==> config.mk <==
export PLATFORM = sky130hd
export DESIGN_NAME = pcc_top
export DESIGN_NICKNAME = d
export VERILOG_FILES = /design/src/rtl/pcc_pkg.sv /design/src/rtl/pcc_divider.sv /design/src/rtl/pcc_irq.sv /design/src/rtl/pcc_top.sv
export SDC_FILE = /design/constraint.sdc
export NUM_CORES = 1
export LEC_CHECK = 0
export BUFFER_PORTS_ARGS = -buffer_cell sky130_fd_sc_hd__buf_2
export CORE_MARGIN = 4
export CORE_UTILIZATION = 44
export CTS_BUF_LIST = sky130_fd_sc_hd__clkbuf_8 sky130_fd_sc_hd__clkbuf_16
export DETAILED_ROUTE_END_ITERATION = 16
export SETUP_SLACK_MARGIN = 0.3
export SYNTH_ARGS = -nofsm -noshare
export SYNTH_HDL_FRONTEND = slang
export SYNTH_SLANG_ARGS = --single-unit
==> constraint.sdc <==
create_clock -name i_core_clk -period 6.5 [get_ports i_core_clk]
set_clock_uncertainty 0.15 [all_clocks]
set_input_delay 0.325 -clock i_core_clk [delete_from_list [all_inputs] [get_ports i_core_clk]]
set_output_delay 0.325 -clock i_core_clk [all_outputs]
set_load 0.05 [all_outputs]
==> src/rtl/pcc_pkg.sv <==
// package for the clock configuration block: register map, fields, frequency windows
package pcc_pkg;
    localparam int ADDR_W = 8;
    localparam logic [ADDR_W-1:0] OFS_CTRL = 8'h00;
    localparam logic [ADDR_W-1:0] OFS_REF = 8'h04;
    localparam logic [ADDR_W-1:0] OFS_STAT = 8'h08;
    localparam logic [ADDR_W-1:0] OFS_IRQ = 8'h0c;
    localparam logic [ADDR_W-1:0] OFS_MASK = 8'h10;
    localparam logic [ADDR_W-1:0] OFS_FREQ = 8'h14;
    localparam logic [ADDR_W-1:0] OFS_CORE = 8'h18;
    localparam int DVF_W = 5;
    localparam int MLT_W = 8;
    localparam int SEL_W = 2;
    localparam int DVF_LSB = 0;
    localparam int MLT_LSB = 8;
    localparam int RNG_BIT = 16;
    localparam int SEL_LSB = 20;
    localparam int DDR_BIT = 24;
    localparam logic [DVF_W-1:0] DVF_RST = 5'h00;
    localparam logic [MLT_W-1:0] MLT_RST = 8'h1d;
    localparam logic [SEL_W-1:0] SEL_RST = 2'h1;
    localparam logic [SEL_W-1:0] SEL_DIV_HI = 2'h3;
    localparam logic [SEL_W-1:0] SEL_DIV_LO = 2'h1;
    // frequencies in kHz
    localparam logic [31:0] REF_RST_KHZ = 32'h00002710;
    localparam logic [31:0] REF_MIN_KHZ = 32'h00002710;
    localparam logic [31:0] REF_MAX_KHZ = 32'h000186a0;
    localparam logic [31:0] PRE_MIN_KHZ = 32'h00002904;
    localparam logic [31:0] PRE_MAX_KHZ = 32'h00004c2c;
    localparam logic [31:0] LOOP_MIN_KHZ = 32'h000493e0;
    localparam logic [31:0] LOOP_MAX_KHZ = 32'h000927c0;
    localparam logic [31:0] CORE2_MIN_KHZ = 32'h000249f0;
    localparam logic [31:0] CORE2_MAX_KHZ = 32'h00030d40;
    localparam logic [31:0] CORE4_MIN_KHZ = 32'h000124f8;
    localparam logic [31:0] CORE4_MAX_KHZ = 32'h000249f0;
    localparam logic [31:0] CORE_ABS_KHZ = 32'h00040f10;
    localparam logic [31:0] DDR_MIN2_KHZ = 32'h00028868;
    localparam logic [31:0] DDR_MAX2_KHZ = 32'h00040f10;
    localparam logic [4:0] DVF_MAX = 5'h08;
    localparam int ST_ERR = 0;
    localparam int ST_CHG = 1;
    localparam int ST_DONE = 2;
    localparam int NST = 3;
    typedef enum logic [1:0] {
        PCC_IDLE = 2'b00,
        PCC_DIV = 2'b01,
        PCC_CHK = 2'b10
    } pcc_state_type;
endpackage : pcc_pkg

==> src/rtl/pcc_divider.sv <==
// sequential divider: numerator over (den) with restoring steps
`timescale 1ns/1ps
module pcc_divider (
    input wire logic i_core_clk, // clock
    input wire logic i_rst, // sync reset
    input wire logic i_ce, // clock enable
    input wire logic i_start, // start pulse
    input wire logic [31:0] i_num, // numerator
    input wire logic [5:0] i_den, // divisor, nonzero
    output logic o_busy, // division running
    output logic [31:0] o_quot // quotient
);
    import pcc_pkg::*;
    typedef struct packed {
        logic busy;
        logic [5:0] cnt;
        logic [31:0] q;
        logic [31:0] r;
        logic [5:0] den;
    } pcc_div_type;
    pcc_div_type s_q, s_d;
    logic [32:0] trial;
    always_comb begin
        s_d = s_q;
        trial = {s_q.r, s_q.q[31]} - {27'h0, s_q.den};
        if (i_start && !s_q.busy) begin
            s_d.busy = 1'b1;
            s_d.cnt = 6'h20;
            s_d.q = i_num;
            s_d.r = 32'h0;
            s_d.den = i_den;
        end else if (s_q.busy) begin
            if (!trial[32]) begin
                s_d.r = trial[31:0];
                s_d.q = {s_q.q[30:0], 1'b1};
            end else begin
                s_d.r = {s_q.r[30:0], s_q.q[31]};
                s_d.q = {s_q.q[30:0], 1'b0};
            end
            s_d.cnt = s_q.cnt - 6'h1;
            s_d.busy = (s_q.cnt != 6'h1);
        end
    end
    always_ff @(posedge i_core_clk) begin
        if (i_rst) begin
            s_q <= '0;
        end else if (i_ce) begin
            s_q <= s_d;
        end
    end
    assign o_busy = s_q.busy;
    assign o_quot = s_q.q;
endmodule : pcc_divider

==> src/rtl/pcc_irq.sv <==
// sticky event status with write-one-to-clear and mask
`timescale 1ns/1ps
module pcc_irq #(
    parameter int N = 3 // number of events
) (
    input wire logic i_core_clk, // clock
    input wire logic i_rst, // sync reset
    input wire logic i_ce, // clock enable
    input wire logic [N-1:0] i_evt, // event pulses
    input wire logic [N-1:0] i_clr, // write-one clear
    input wire logic i_mask_we, // mask write
    input wire logic [N-1:0] i_mask, // mask data
    output logic [N-1:0] o_stat, // sticky status
    output logic [N-1:0] o_mask, // mask
    output logic o_irq // interrupt level
);
    typedef struct packed {
        logic [N-1:0] st;
        logic [N-1:0] mk;
    } pcc_irq_type;
    pcc_irq_type s_q, s_d;
    always_comb begin
        s_d = s_q;
        if (i_mask_we) begin
            s_d.mk = i_mask;
        end
        for (int k = 0; k < N; k++) begin
            // set beats clear in the same cycle
            s_d.st[k] = i_evt[k] | (s_q.st[k] & ~i_clr[k]);
        end
    end
    always_ff @(posedge i_core_clk) begin
        if (i_rst) begin
            s_q <= '0;
        end else if (i_ce) begin
            s_q <= s_d;
        end
    end
    assign o_stat = s_q.st;
    assign o_mask = s_q.mk;
    assign o_irq = |(s_q.st & s_q.mk);
endmodule : pcc_irq

==> src/rtl/pcc_top.sv <==
// clock configuration block: control word, frequency model and window checks
// Contract
// - reference clock is pre-divided, then multiplied.
// - pre-divide ratio is field value plus one.
// - loop output is pre-divided times field plus one.
// - range bit zero halves the loop output.
// - select field picks the core clock divider.
// - select 11 with range 1 reserved.
//
// Register access over AXI4-Lite and the address map were chosen for this implementation.
`timescale 1ns/1ps
module pcc_top (
    input wire logic i_core_clk, // 125 MHz clock
    input wire logic i_rst, // sync reset, active high
    input wire logic i_ce, // clock enable
    input wire logic [pcc_pkg::ADDR_W-1:0] s_axi_awaddr, // write address
    input wire logic s_axi_awvalid, // write address valid
    output logic s_axi_awready, // write address ready
    input wire logic [31:0] s_axi_wdata, // write data
    input wire logic [3:0] s_axi_wstrb, // byte strobes
    input wire logic s_axi_wvalid, // write data valid
    output logic s_axi_wready, // write data ready
    output logic [1:0] s_axi_bresp, // write response
    output logic s_axi_bvalid, // write response valid
    input wire logic s_axi_bready, // write response ready
    input wire logic [pcc_pkg::ADDR_W-1:0] s_axi_araddr, // read address
    input wire logic s_axi_arvalid, // read address valid
    output logic s_axi_arready, // read address ready
    output logic [31:0] s_axi_rdata, // read data
    output logic [1:0] s_axi_rresp, // read response
    output logic s_axi_rvalid, // read data valid
    input wire logic s_axi_rready, // read data ready
    output logic [pcc_pkg::DVF_W-1:0] o_predivide_factor_field, // applied pre-divide code
    output logic [pcc_pkg::MLT_W-1:0] o_loop_multiply_factor_field, // applied multiply code
    output logic o_vco_range_bit, // applied range bit
    output logic [pcc_pkg::SEL_W-1:0] o_core_clock_source_select, // applied select
    output logic o_cfg_error, // configuration outside windows
    output logic o_irq // interrupt level
);
    import pcc_pkg::*;

    ////////////////////////////////////////////////////////////////////////////
    typedef struct packed {
        logic [DVF_W-1:0] dvf;
        logic [MLT_W-1:0] mlt;
        logic vco_range_bit;
        logic [SEL_W-1:0] sel;
        logic ddr;
        logic [31:0] ref_khz;
        logic aw_got;
        logic w_got;
        logic [ADDR_W-1:0] awaddr;
        logic [31:0] wdata;
        logic [3:0] wstrb;
        logic bvalid;
        logic [1:0] bresp;
        logic rvalid;
        logic [31:0] rdata;
        logic [1:0] rresp;
        pcc_state_type st;
        logic dirty;
        logic [31:0] pre_khz;
        logic [31:0] vco_khz;
        logic [31:0] core_khz;
        logic err;
        logic start;
        logic vco_ok;
    } pcc_top_type;
    pcc_top_type s_q, s_d;

    logic div_busy;
    logic [31:0] div_quot;
    logic [5:0] div_den;
    logic [31:0] div_num;
    logic [NST-1:0] evt, clr, stat, mask;
    logic clr_we, mask_we;
    logic wr_fire, rd_fire;
    logic [31:0] loop_khz;
    logic [31:0] cw;

    ////////////////////////////////////////////////////////////////////////////
    // divider shared between the pre-divider and the core divide
    // start is seen one state late, so operands follow the check state
    // core divide factors apply to the loop output, not to the halved vco
    assign div_num = (s_q.st == PCC_CHK) ? loop_khz : s_q.ref_khz;
    always_comb begin
        div_den = {1'b0, s_q.dvf} + 6'h1;
        if (s_q.st == PCC_CHK) begin
            // 11 with range 0 and 01 with range 1 divide by two, 01 range 0 by four
            div_den = (s_q.sel == SEL_DIV_LO && !s_q.vco_range_bit) ? 6'h4 : 6'h2;
        end
    end
    pcc_divider u_div (
        .i_core_clk(i_core_clk),
        .i_rst(i_rst),
        .i_ce(i_ce),
        .i_start(s_q.start),
        .i_num(div_num),
        .i_den(div_den),
        .o_busy(div_busy),
        .o_quot(div_quot)
    );
    // loop frequency uses saturating product so odd codes cannot wrap
    logic [40:0] loop_prod;
    assign loop_prod = s_q.pre_khz * ({1'b0, s_q.mlt} + 9'h1);
    assign loop_khz = (|loop_prod[40:32]) ? 32'hffffffff : loop_prod[31:0];

    assign cw = {7'h0, s_q.ddr, 1'b0, 1'b0, s_q.sel, 3'h0, s_q.vco_range_bit, s_q.mlt, 3'h0, s_q.dvf};

    ////////////////////////////////////////////////////////////////////////////
    assign wr_fire = s_q.aw_got && s_q.w_got && !s_q.bvalid;
    assign rd_fire = s_axi_arvalid && !s_q.rvalid;
    assign clr_we = wr_fire && (s_q.awaddr == OFS_IRQ);
    assign mask_we = wr_fire && (s_q.awaddr == OFS_MASK);
    assign clr = clr_we ? s_q.wdata[NST-1:0] : '0;

    always_comb begin
        s_d = s_q;
        s_d.start = 1'b0;
        evt = '0;
        if (s_axi_awvalid && !s_q.aw_got) begin
            s_d.aw_got = 1'b1;
            s_d.awaddr = s_axi_awaddr;
        end
        if (s_axi_wvalid && !s_q.w_got) begin
            s_d.w_got = 1'b1;
            s_d.wdata = s_axi_wdata;
            s_d.wstrb = s_axi_wstrb;
        end
        if (wr_fire) begin
            s_d.aw_got = 1'b0;
            s_d.w_got = 1'b0;
            s_d.bvalid = 1'b1;
            s_d.bresp = 2'b00;
            case (s_q.awaddr)
                OFS_CTRL: begin
                    if (s_q.wstrb[0]) begin
                        s_d.dvf = s_q.wdata[DVF_LSB +: DVF_W];
                    end
                    if (s_q.wstrb[1]) begin
                        s_d.mlt = s_q.wdata[MLT_LSB +: MLT_W];
                    end
                    if (s_q.wstrb[2]) begin
                        s_d.vco_range_bit = s_q.wdata[RNG_BIT];
                        s_d.sel = s_q.wdata[SEL_LSB +: SEL_W];
                    end
                    if (s_q.wstrb[3]) begin
                        s_d.ddr = s_q.wdata[DDR_BIT];
                    end
                    s_d.dirty = 1'b1;
                end
                OFS_REF: begin
                    if (&s_q.wstrb) begin
                        s_d.ref_khz = s_q.wdata;
                        s_d.dirty = 1'b1;
                    end
                end
                OFS_IRQ, OFS_MASK: begin
                end
                default: begin
                    s_d.bresp = 2'b10;
                end
            endcase
        end
        if (s_q.bvalid && s_axi_bready) begin
            s_d.bvalid = 1'b0;
        end
        if (rd_fire) begin
            s_d.rvalid = 1'b1;
            s_d.rresp = 2'b00;
            case (s_axi_araddr)
                OFS_CTRL: s_d.rdata = cw;
                OFS_REF: s_d.rdata = s_q.ref_khz;
                OFS_STAT: s_d.rdata = {29'h0, s_q.st != PCC_IDLE, s_q.dirty, s_q.err};
                OFS_IRQ: s_d.rdata = {29'h0, stat};
                OFS_MASK: s_d.rdata = {29'h0, mask};
                OFS_FREQ: s_d.rdata = s_q.vco_khz;
                OFS_CORE: s_d.rdata = s_q.core_khz;
                default: begin
                    s_d.rdata = 32'h0;
                    s_d.rresp = 2'b10;
                end
            endcase
        end else if (s_q.rvalid && s_axi_rready) begin
            s_d.rvalid = 1'b0;
        end

        ////////////////////////////////////////////////////////////////////////
        // recompute frequencies after every change; checks run on fresh values
        case (s_q.st)
            PCC_IDLE: begin
                if (s_q.dirty && !div_busy) begin
                    s_d.dirty = 1'b0;
                    s_d.start = 1'b1;
                    s_d.st = PCC_DIV;
                    evt[ST_CHG] = 1'b1;
                end
            end
            PCC_DIV: begin
                if (!div_busy && !s_q.start) begin
                    s_d.pre_khz = div_quot;
                    s_d.st = PCC_CHK;
                end
            end
            PCC_CHK: begin
                // own flag: a zero loop rate must not relaunch the divide forever
                if (!s_q.start && !s_q.vco_ok) begin
                    s_d.vco_khz = s_q.vco_range_bit ? loop_khz : {1'b0, loop_khz[31:1]};
                    s_d.vco_ok = 1'b1;
                    s_d.start = 1'b1;
                end else if (!s_q.start && !div_busy) begin
                    s_d.core_khz = div_quot;
                    s_d.err = (s_q.ref_khz < REF_MIN_KHZ) || (s_q.ref_khz > REF_MAX_KHZ)
                        || (s_q.dvf > DVF_MAX)
                        || (s_q.pre_khz < PRE_MIN_KHZ) || (s_q.pre_khz > PRE_MAX_KHZ)
                        || (loop_khz < LOOP_MIN_KHZ) || (loop_khz > LOOP_MAX_KHZ)
                        || (s_q.sel == SEL_DIV_HI && s_q.vco_range_bit)
                        || (s_q.sel != SEL_DIV_HI && s_q.sel != SEL_DIV_LO)
                        || ((s_q.sel == SEL_DIV_LO && !s_q.vco_range_bit)
                            ? (div_quot < CORE4_MIN_KHZ || div_quot > CORE4_MAX_KHZ)
                            : (div_quot < CORE2_MIN_KHZ || div_quot > CORE2_MAX_KHZ))
                        || (div_quot > CORE_ABS_KHZ)
                        || (s_q.ddr && (div_quot < DDR_MIN2_KHZ
                            || div_quot > DDR_MAX2_KHZ));
                    evt[ST_DONE] = 1'b1;
                    s_d.st = PCC_IDLE;
                end
            end
            default: s_d.st = PCC_IDLE;
        endcase
        if (s_q.st == PCC_DIV && s_d.st == PCC_CHK) begin
            s_d.vco_khz = 32'h0;
            s_d.vco_ok = 1'b0;
        end
        if (s_q.st == PCC_CHK && s_d.st == PCC_IDLE && s_d.err) begin
            evt[ST_ERR] = 1'b1;
        end
    end

    always_ff @(posedge i_core_clk) begin
        if (i_rst) begin
            s_q <= '0;
            s_q.dvf <= DVF_RST;
            s_q.mlt <= MLT_RST;
            s_q.vco_range_bit <= 1'b1;
            s_q.sel <= SEL_RST;
            s_q.ref_khz <= REF_RST_KHZ;
            s_q.dirty <= 1'b1;
            s_q.st <= PCC_IDLE;
        end else if (i_ce) begin
            s_q <= s_d;
        end
    end

    pcc_irq #(
        .N(NST)
    ) u_irq (
        .i_core_clk(i_core_clk),
        .i_rst(i_rst),
        .i_ce(i_ce),
        .i_evt(evt),
        .i_clr(clr),
        .i_mask_we(mask_we),
        .i_mask(s_q.wdata[NST-1:0]),
        .o_stat(stat),
        .o_mask(mask),
        .o_irq(o_irq)
    );

    ////////////////////////////////////////////////////////////////////////////
    assign s_axi_awready = !s_q.aw_got;
    assign s_axi_wready = !s_q.w_got;
    assign s_axi_bvalid = s_q.bvalid;
    assign s_axi_bresp = s_q.bresp;
    assign s_axi_arready = !s_q.rvalid;
    assign s_axi_rvalid = s_q.rvalid;
    assign s_axi_rdata = s_q.rdata;
    assign s_axi_rresp = s_q.rresp;
    assign o_predivide_factor_field = s_q.dvf;
    assign o_loop_multiply_factor_field = s_q.mlt;
    assign o_vco_range_bit = s_q.vco_range_bit;
    assign o_core_clock_source_select = s_q.sel;
    assign o_cfg_error = s_q.err;
endmodule : pcc_top

Word-level counts from Yosys, hierarchy flattened
Index checks and enable logic that the tools add are counted.
Storage, ports and cells
  flip-flop bits (word level): 318
  input port bits: 60
  output and inout port bits: 59
  logic and storage cells: 199
Operators by class
  add/subtract/negate cells: 4
  multiply operators: 1
  $lt $le $gt $ge: 13
  equality and inequality tests: 17
  mux-type cells: 44
  bitwise logic cells: 11
  reduce and logical (&&, ||, !) cells: 78
Operators by type and width (count)
  $pmux 32 s7: 1
  $mux 32: 5
  $mux 71: 2
  $mux 33: 3
  $mux 65: 1
  $gt 32x18->1 const B: 2
  $lt 32x14->1 const B: 2
  $lt 32x18->1 const B: 2
  $mul 32x9->41: 1
  $sub 33x6->33: 1
  $eq 8x5->1 const B: 4
  $gt 32x15->1 const B: 1
  $gt 32x17->1 const B: 1
  $gt 32x19->1 const B: 1
  $gt 32x20->1 const B: 1
  $lt 32x17->1 const B: 1
  $lt 32x19->1 const B: 1
  $eq 8x4->1 const B: 3
  $reduce_and 4->1: 6
  $reduce_and 2->1: 11
  $logic_and 1x1->1: 20
  $mux 1: 17
  $eq 8x3->1 const B: 2
  $logic_not 8->1: 2
  other kinds (28): 77

Logic depth before layout (Yosys ltp)
  depth in word-level cells: 18
  gate-level depth with buffers: 26
  depth with buffers taken out: 24

By module
Synthesis repeated with hierarchy kept, for this count alone.
Second synthesis, totals
  cell total of the unflattened synthesis: 3186
  area, all modules: 25404.4 um^2
Modules (own cells, without submodules)
  pcc_top: instances 1, cells an instance 2579, area an instance 20538.4 um^2, seq. area each 4664.5 um^2
  pcc_divider: instances 1, cells an instance 580, area an instance 4604.4 um^2, seq. area each 1541.5 um^2
  pcc_irq: instances 1, cells an instance 27, area an instance 261.5 um^2, seq. area each 120.1 um^2

Worst setup path after synthesis
OpenSTA, ideal clock, no wires.
  path kind: flip-flop to flip-flop
  from: reg s_q, in the netlist o_loop_multiply_factor_field[0]
  to: reg s_q[35] (netlist name)
  setup time: 0.139 ns
  arrival time: 6.324 ns
  data required time: 6.211 ns
  slack: -0.113 ns
  stages on the path, launching flop included: 26
  path buffers: 4
  clock period less this slack: 6.613 ns
  cells stage by stage: dfxtp_1 -> ha_1 -> nand3_1 -> nor2_1 -> xnor2_1 -> clkbuf_1 -> nor2b_1 -> fa_1 -> fa_1 -> fa_1 -> inv_1 -> fa_1 -> inv_1 -> ha_1 -> clkbuf_1 -> and4_1 -> nand2_1 -> or4_1 -> o32a_1 -> a21oi_1 -> o221ai_1 -> xnor2_1 -> nor4b_1 -> buf_2 -> buf_2 -> a311oi_1
Between the ends
  cells in the longest elaborated chain, start to end: 8
Ends and longest elaborated chain
  start, declared: line pcc_top.sv:69  | pcc_top_type s_q, s_d;
  $add 8x1->9 (*): line pcc_top.sv:105  | assign loop_prod = s_q.pre_khz * ({1'b0, s_q.mlt} + 9'h1);
  $mul 32x9->41 (*): line pcc_top.sv:105
  $reduce_or 9->1: line pcc_top.sv:106  | assign loop_khz = (|loop_prod[40:32]) ? 32'hffffffff : loop_prod[31:0];
  $mux 32 (*): line pcc_top.sv:106
  $mux 32 (*): line pcc_top.sv:208  | s_d.vco_khz = s_q.vco_range_bit ? loop_khz : {1'b0, loop_khz[31:1]};
  $mux 32 (*): line pcc_top.sv:207  | if (!s_q.start && !s_q.vco_ok) begin
  $mux 65 (*): line pcc_top.sv:190  | case (s_q.st)
  $mux 32 (*): line pcc_top.sv:231  | if (s_q.st == PCC_DIV && s_d.st == PCC_CHK) begin
Mark *: on every way between the ends. The rest lies on a longest branch, timed or not. The select of a mux whose other input is x is not followed.
A chain may end at the register's enable or synchronous reset.

Worst setup path after layout
  from: reg s_q, in the netlist o_loop_multiply_factor_field[0]
  to: reg s_q, in the netlist o_cfg_error
Between the ends
  cells in the longest elaborated chain, start to end: 15
  elaborated cells on any way between the ends: 16
  classes of those cells: add/sub: 1; mul: 1; order compare: 2; mux: 4; reduce/logical: 8
Ends and longest elaborated chain
  $add 8x1->9 (*): line pcc_top.sv:105
  $mul 32x9->41 (*): line pcc_top.sv:105
  $reduce_or 9->1: line pcc_top.sv:106
  $mux 32 (*): line pcc_top.sv:106
  $lt 32x19->1: line pcc_top.sv:216  | || (loop_khz < LOOP_MIN_KHZ) || (loop_khz > LOOP_MAX_KHZ)
  $logic_or 1x1->1: line pcc_top.sv:216
  $logic_or 1x1->1 (*): line pcc_top.sv:216
  $logic_or 1x1->1 (*): line pcc_top.sv:217  | || (s_q.sel == SEL_DIV_HI && s_q.vco_range_bit)
  $logic_or 1x1->1 (*): line pcc_top.sv:218  | || (s_q.sel != SEL_DIV_HI && s_q.sel != SEL_DIV_LO)
  $logic_or 1x1->1 (*): line pcc_top.sv:219  | || ((s_q.sel == SEL_DIV_LO && !s_q.vco_range_bit)
  $logic_or 1x1->1 (*): line pcc_top.sv:222  | || (div_quot > CORE_ABS_KHZ)
  $logic_or 1x1->1 (*): line pcc_top.sv:223  | || (s_q.ddr && (div_quot < DDR_MIN2_KHZ
  $mux 33 (*): line pcc_top.sv:211  | end else if (!s_q.start && !div_busy) begin
  $mux 33 (*): line pcc_top.sv:207
  $mux 65 (*): line pcc_top.sv:190
Marked as above.

==> run_results.csv <==
group,metric,value,unit
place,place_worst_setup_slack,-0.2050,ns
global_routing,groute.layer.met1.usage,35.90,%
timing,finalCritPeriodShare,103.0,%
timing,final_max_slew_viol_count,0,
place,gp_congestion,0.9428,
hold_path,min_delay_worst_endpoint,"s_axi_bvalid",
routing,vias,21970,
worst_setup_path,worstReg2RegStart,"o_loop_multiply_factor_field[0]",
hold_path,hold-path-cell-count,4,
clock_tree,tritoncts,"built",
worst_setup_path,critPathSlowestCell,"fa_2",
worst_setup_path,reg2regPathDepth,25,
power,combinationalPowerShare,7.5,%
routing,route.detailed.wl_per_inst,20.95,um
hold_path,worstHoldStart,"i_ce",
synth,dominantRegCellSynth,"dfxtp_1",
synth,synthXorXnorAreaFrac,2.513,%
synth,post_synth_num_cell_types,84,
power,p_sw,1060,uW
power,cell_internal_pwr,3199,uW
place,place.detailed.hpwl,54500,um
global_routing,number_of_antenna_violations_at_the_first_check_in_global_routing,0,
routing,drt_iter0_markers,2320,
timing,worst_slew_pin_slew,1.342,ns
timing,finalCriticalPeriod,6.697,ns
place,post_dp_cell_area,0.02583,mm^2
final_layout,diodes,0,
final_layout,leading_cell_type_in_the_layout_fill_and_taps_excluded,"nand2_1",
final_layout,stdcell_area,0.02879,mm^2
synth,synth_compound_gate_area_share,16.78,%
routing,drc,0,
floorplanning,die_y,241.8,um
synth,synth_seq_area_share,26.30,%
final_layout,area_growth_syn_to_layout,19.70,%
final_layout,final_layout_size_suffix_gt1_share,18.01,%
power,p_leak,0.01195,uW
synth,synth_largest_area_cell,"dfxtp_1",
routing,route.detailed.vias_per_inst,5.782,
timing,setup_repair_after_global_routing_missed_its_margin,"true",
global_routing,grt_pass1_wl,122900,um
worst_setup_path,cp-end-kind,"register",
power,seq_power_share,47.0,%
global_routing,grt_pass1_vias,21750,
final_layout,final_core_util,53.39,%
timing,timing.final.setup_violations,66,
synth,synth.top_cell.area_share,26.30,%
timing,maxClockFrequency,149.3,MHz
synth,netlist_top_cells_area,"dfxtp_1 26%, fa_1 18%, nand2_1 7.5%",
floorplanning,placement_rows,85,
routing,detailedRoute.firstPassIterationCount,12,
floorplanning,die_w,241.8,um
worst_setup_path,worst-path-max-fanout,8,
power,clock_power_share,45.5,%
synth,syn-cell-area,0.02405,mm^2
worst_setup_path,timing.critical_path.slowest_cell_delay,0.58,ns
worst_setup_path,setup.reg_to_reg.worst_slack,-0.20,ns
synth,share_of_synthesized_flip_flops_with_an_asynchronous_set_or_reset,0,%
global_routing,groute.layer.met2.usage,41.98,%
synth,synth.mux.area_fraction,1.935,%
final_layout,final_cell_mix,"475 x nand2_1, 310 x dfxtp_1, 272 x a21oi_1",
worst_setup_path,arrival_time_of_data_at_the_critical_path_endpoint,7.04,ns
worst_setup_path,crit_type,"reg2reg",
global_routing,grt_use_met3,3.069,%
floorplanning,ios,119,
synth,synthSimpleGateAreaFrac,22.12,%
timing,hold_viol,0,
global_routing,busiest_layer,"met2",
floorplanning,coreArea,0.05392,mm^2
clock_tree,cts-buffers-inserted,31,
global_routing,groute.usage.overall,25.49,%
power,irDropWorstVdd,0.0001996,V
hold_path,hold_path_class,"in2reg",
timing,relSlewSlack,10.55,%
clock_tree,clk_path_buf_depth,3,
clock_tree,htreeDepth,1,
worst_setup_path,start_kind,"register",
synth,count_of_flip_flops_with_a_built_in_enable_after_synthesis,0,
synth,syn-instance-count,2945,
floorplanning,die-area,0.05847,mm^2
floorplanning,initial_utilization,44.61,%
clock_tree,worstSkewPairLatency,0.60,ns
flow_run,maxCapViolCount,0,
clock_tree,clock_tree_root_driver_cell,"clkbuf_16",
global_routing,grt_overflow,0,
run_status,status,"finished with violations",
final_layout,num-nets-final,3423,
routing,totalWireLength,79620,um
clock_tree,clk_transition_reported_paths,0.07,ns
power,p_sw_share,24.89,%
clock_tree,cts_sink_count,316,
synth,main_combinational_cell_family_by_area_after_synthesis,"simple AND/OR/NAND/NOR gates",
global_routing,grt_max_degree,121,
synth,synth_adder_area_share,21.39,%
run_status,violations,"negative setup slack",
worst_setup_path,cp.required,6.84,ns
timing,timing.final.ws_setup,-0.1972,ns
routing,ant_nets,0,
synth,synth.avg_cell_area,8.167,um^2
power,power-per-cell-area,148.0,mW/mm^2
synth,synth_seq_cells,316,
worst_setup_path,worstReg2RegEnd,"o_cfg_error",
place,placement.io_buffers,116,
synth,synth_warnings,0,
-- worst max-delay path by stage --
stage                                         start     endpoint  slack [ns]
global route        o_loop_multiply_factor_field[0]  o_cfg_error       -0.46
finish              o_loop_multiply_factor_field[0]  o_cfg_error       -0.20
global placement    o_loop_multiply_factor_field[0]      s_q[38]       -0.17
CTS                 o_loop_multiply_factor_field[1]  o_cfg_error       -0.13
floorplan           o_loop_multiply_factor_field[0]  o_cfg_error        0.30
detailed placement  o_loop_multiply_factor_field[0]      s_q[48]       -0.20
-- power by group through the flow --
stage	combinational [uW]	sequential (uW)	clock (uW)
after detailed placement	287	2050	0
after CTS	311	2000	1970
after global routing	348	2000	2040
after floorplan	213	2030	0
final	319	2000	1940
after global placement	281	2040	0
-- worst max-delay path: cells and delay by family, from the launching register on --
family	cells	cell delay, ns
fa+ha+maj	6	2.53
simple gates	6	1.13
buf+inv	8	1.11
compound gates	3	0.95
flops	1	0.37
xor+xnor	2	0.37
-- repair_timing --
action                                  in CTS  in global routing
pin swaps                                   12                115
gates cloned                                 4                 11
setup buffers                                4                 25
hold endpoints to repair                    46                  0
endpoints found under the setup margin      66                 66
gates resized for setup                     23                156
hold buffers                                46                  0
-- cell families after synthesis --
kind of cell,after synthesis
AO/OA/AOI/OAI,618
XOR/XNOR,69
adder cells (fa/ha/maj),284
buffers and inverters,519
flip-flops,316
multiplexers,45
other,1
AND/OR/NAND/NOR,1093
-- area by class of cell --
class	instances	area, um^2
Fill cell	4843	25130
Multi-Input combinational cell	2114	16590
Sequential cell	316	6341
Timing Repair Buffer	358	2927
Inverter	258	968.4
Clock buffer	42	927.1
Tap cell	696	870.8
Clock inverter	16	167.7
-- registers in the layout, indices dropped and copies added, names as in the netlist --
register	count
s_axi_rresp	1
u_div.s_q	44
s_axi_rvalid	1
cw	1
o_vco_range_bit	1
o_core_clock_source_select	2
u_irq.o_stat	3
s_q	179
u_div.o_quot	32
u_irq.o_mask	3
s_axi_rdata	32
o_loop_multiply_factor_field	8
s_axi_bresp	1
s_axi_bvalid	1
u_div.o_busy	1
o_cfg_error	1
o_predivide_factor_field	5
-- per-stage QoR --
step                hold WS, ns  power, uW  std cells  setup TNS [ns]
finish                   0.1257       4259       3800          -9.354
global route             0.1242       4395       3800          -25.73
CTS                     0.07384       4277       3764          -4.807
detailed placement       0.2982       2332       3652          -10.15
global placement         0.2903       2324       3652          -9.249
floorplan                0.2750       2246       2946               0
-- synth_stat cells, drive strengths merged (9+ instances only) --
| cell | number |
|---|---|
| o21ai | 82 |
| a21o | 17 |
| nor2b | 184 |
| mux2i | 42 |
| and2 | 44 |
| nor2 | 160 |
| nand2 | 481 |
| and3 | 12 |
| nand4 | 17 |
| xor2 | 32 |
| ha | 72 |
| o211ai | 9 |
| nand2b | 51 |
| a21oi | 285 |
| inv | 258 |
| xnor2 | 37 |
| a211oi | 16 |
| a311oi | 32 |
| a222oi | 62 |
| fa | 212 |
| a221oi | 27 |
| nand3 | 28 |
| nor4 | 29 |
| nor3 | 31 |
| nand3b | 12 |
| buf | 66 |
| dfxtp | 316 |
| o21a | 11 |
| clkbuf | 195 |
| a31oi | 16 |
-- metal layers --
| layer | part of all wire (%) | wire length (um) |
|---|---|---|
| met5 | 0 | 0 |
| met4 | 3.0 | 2417 |
| met3 | 7.5 | 5999 |
| met2 | 46 | 36650 |
| met1 | 43 | 34550 |
Note: power is estimated with default switching activity, not from simulation.
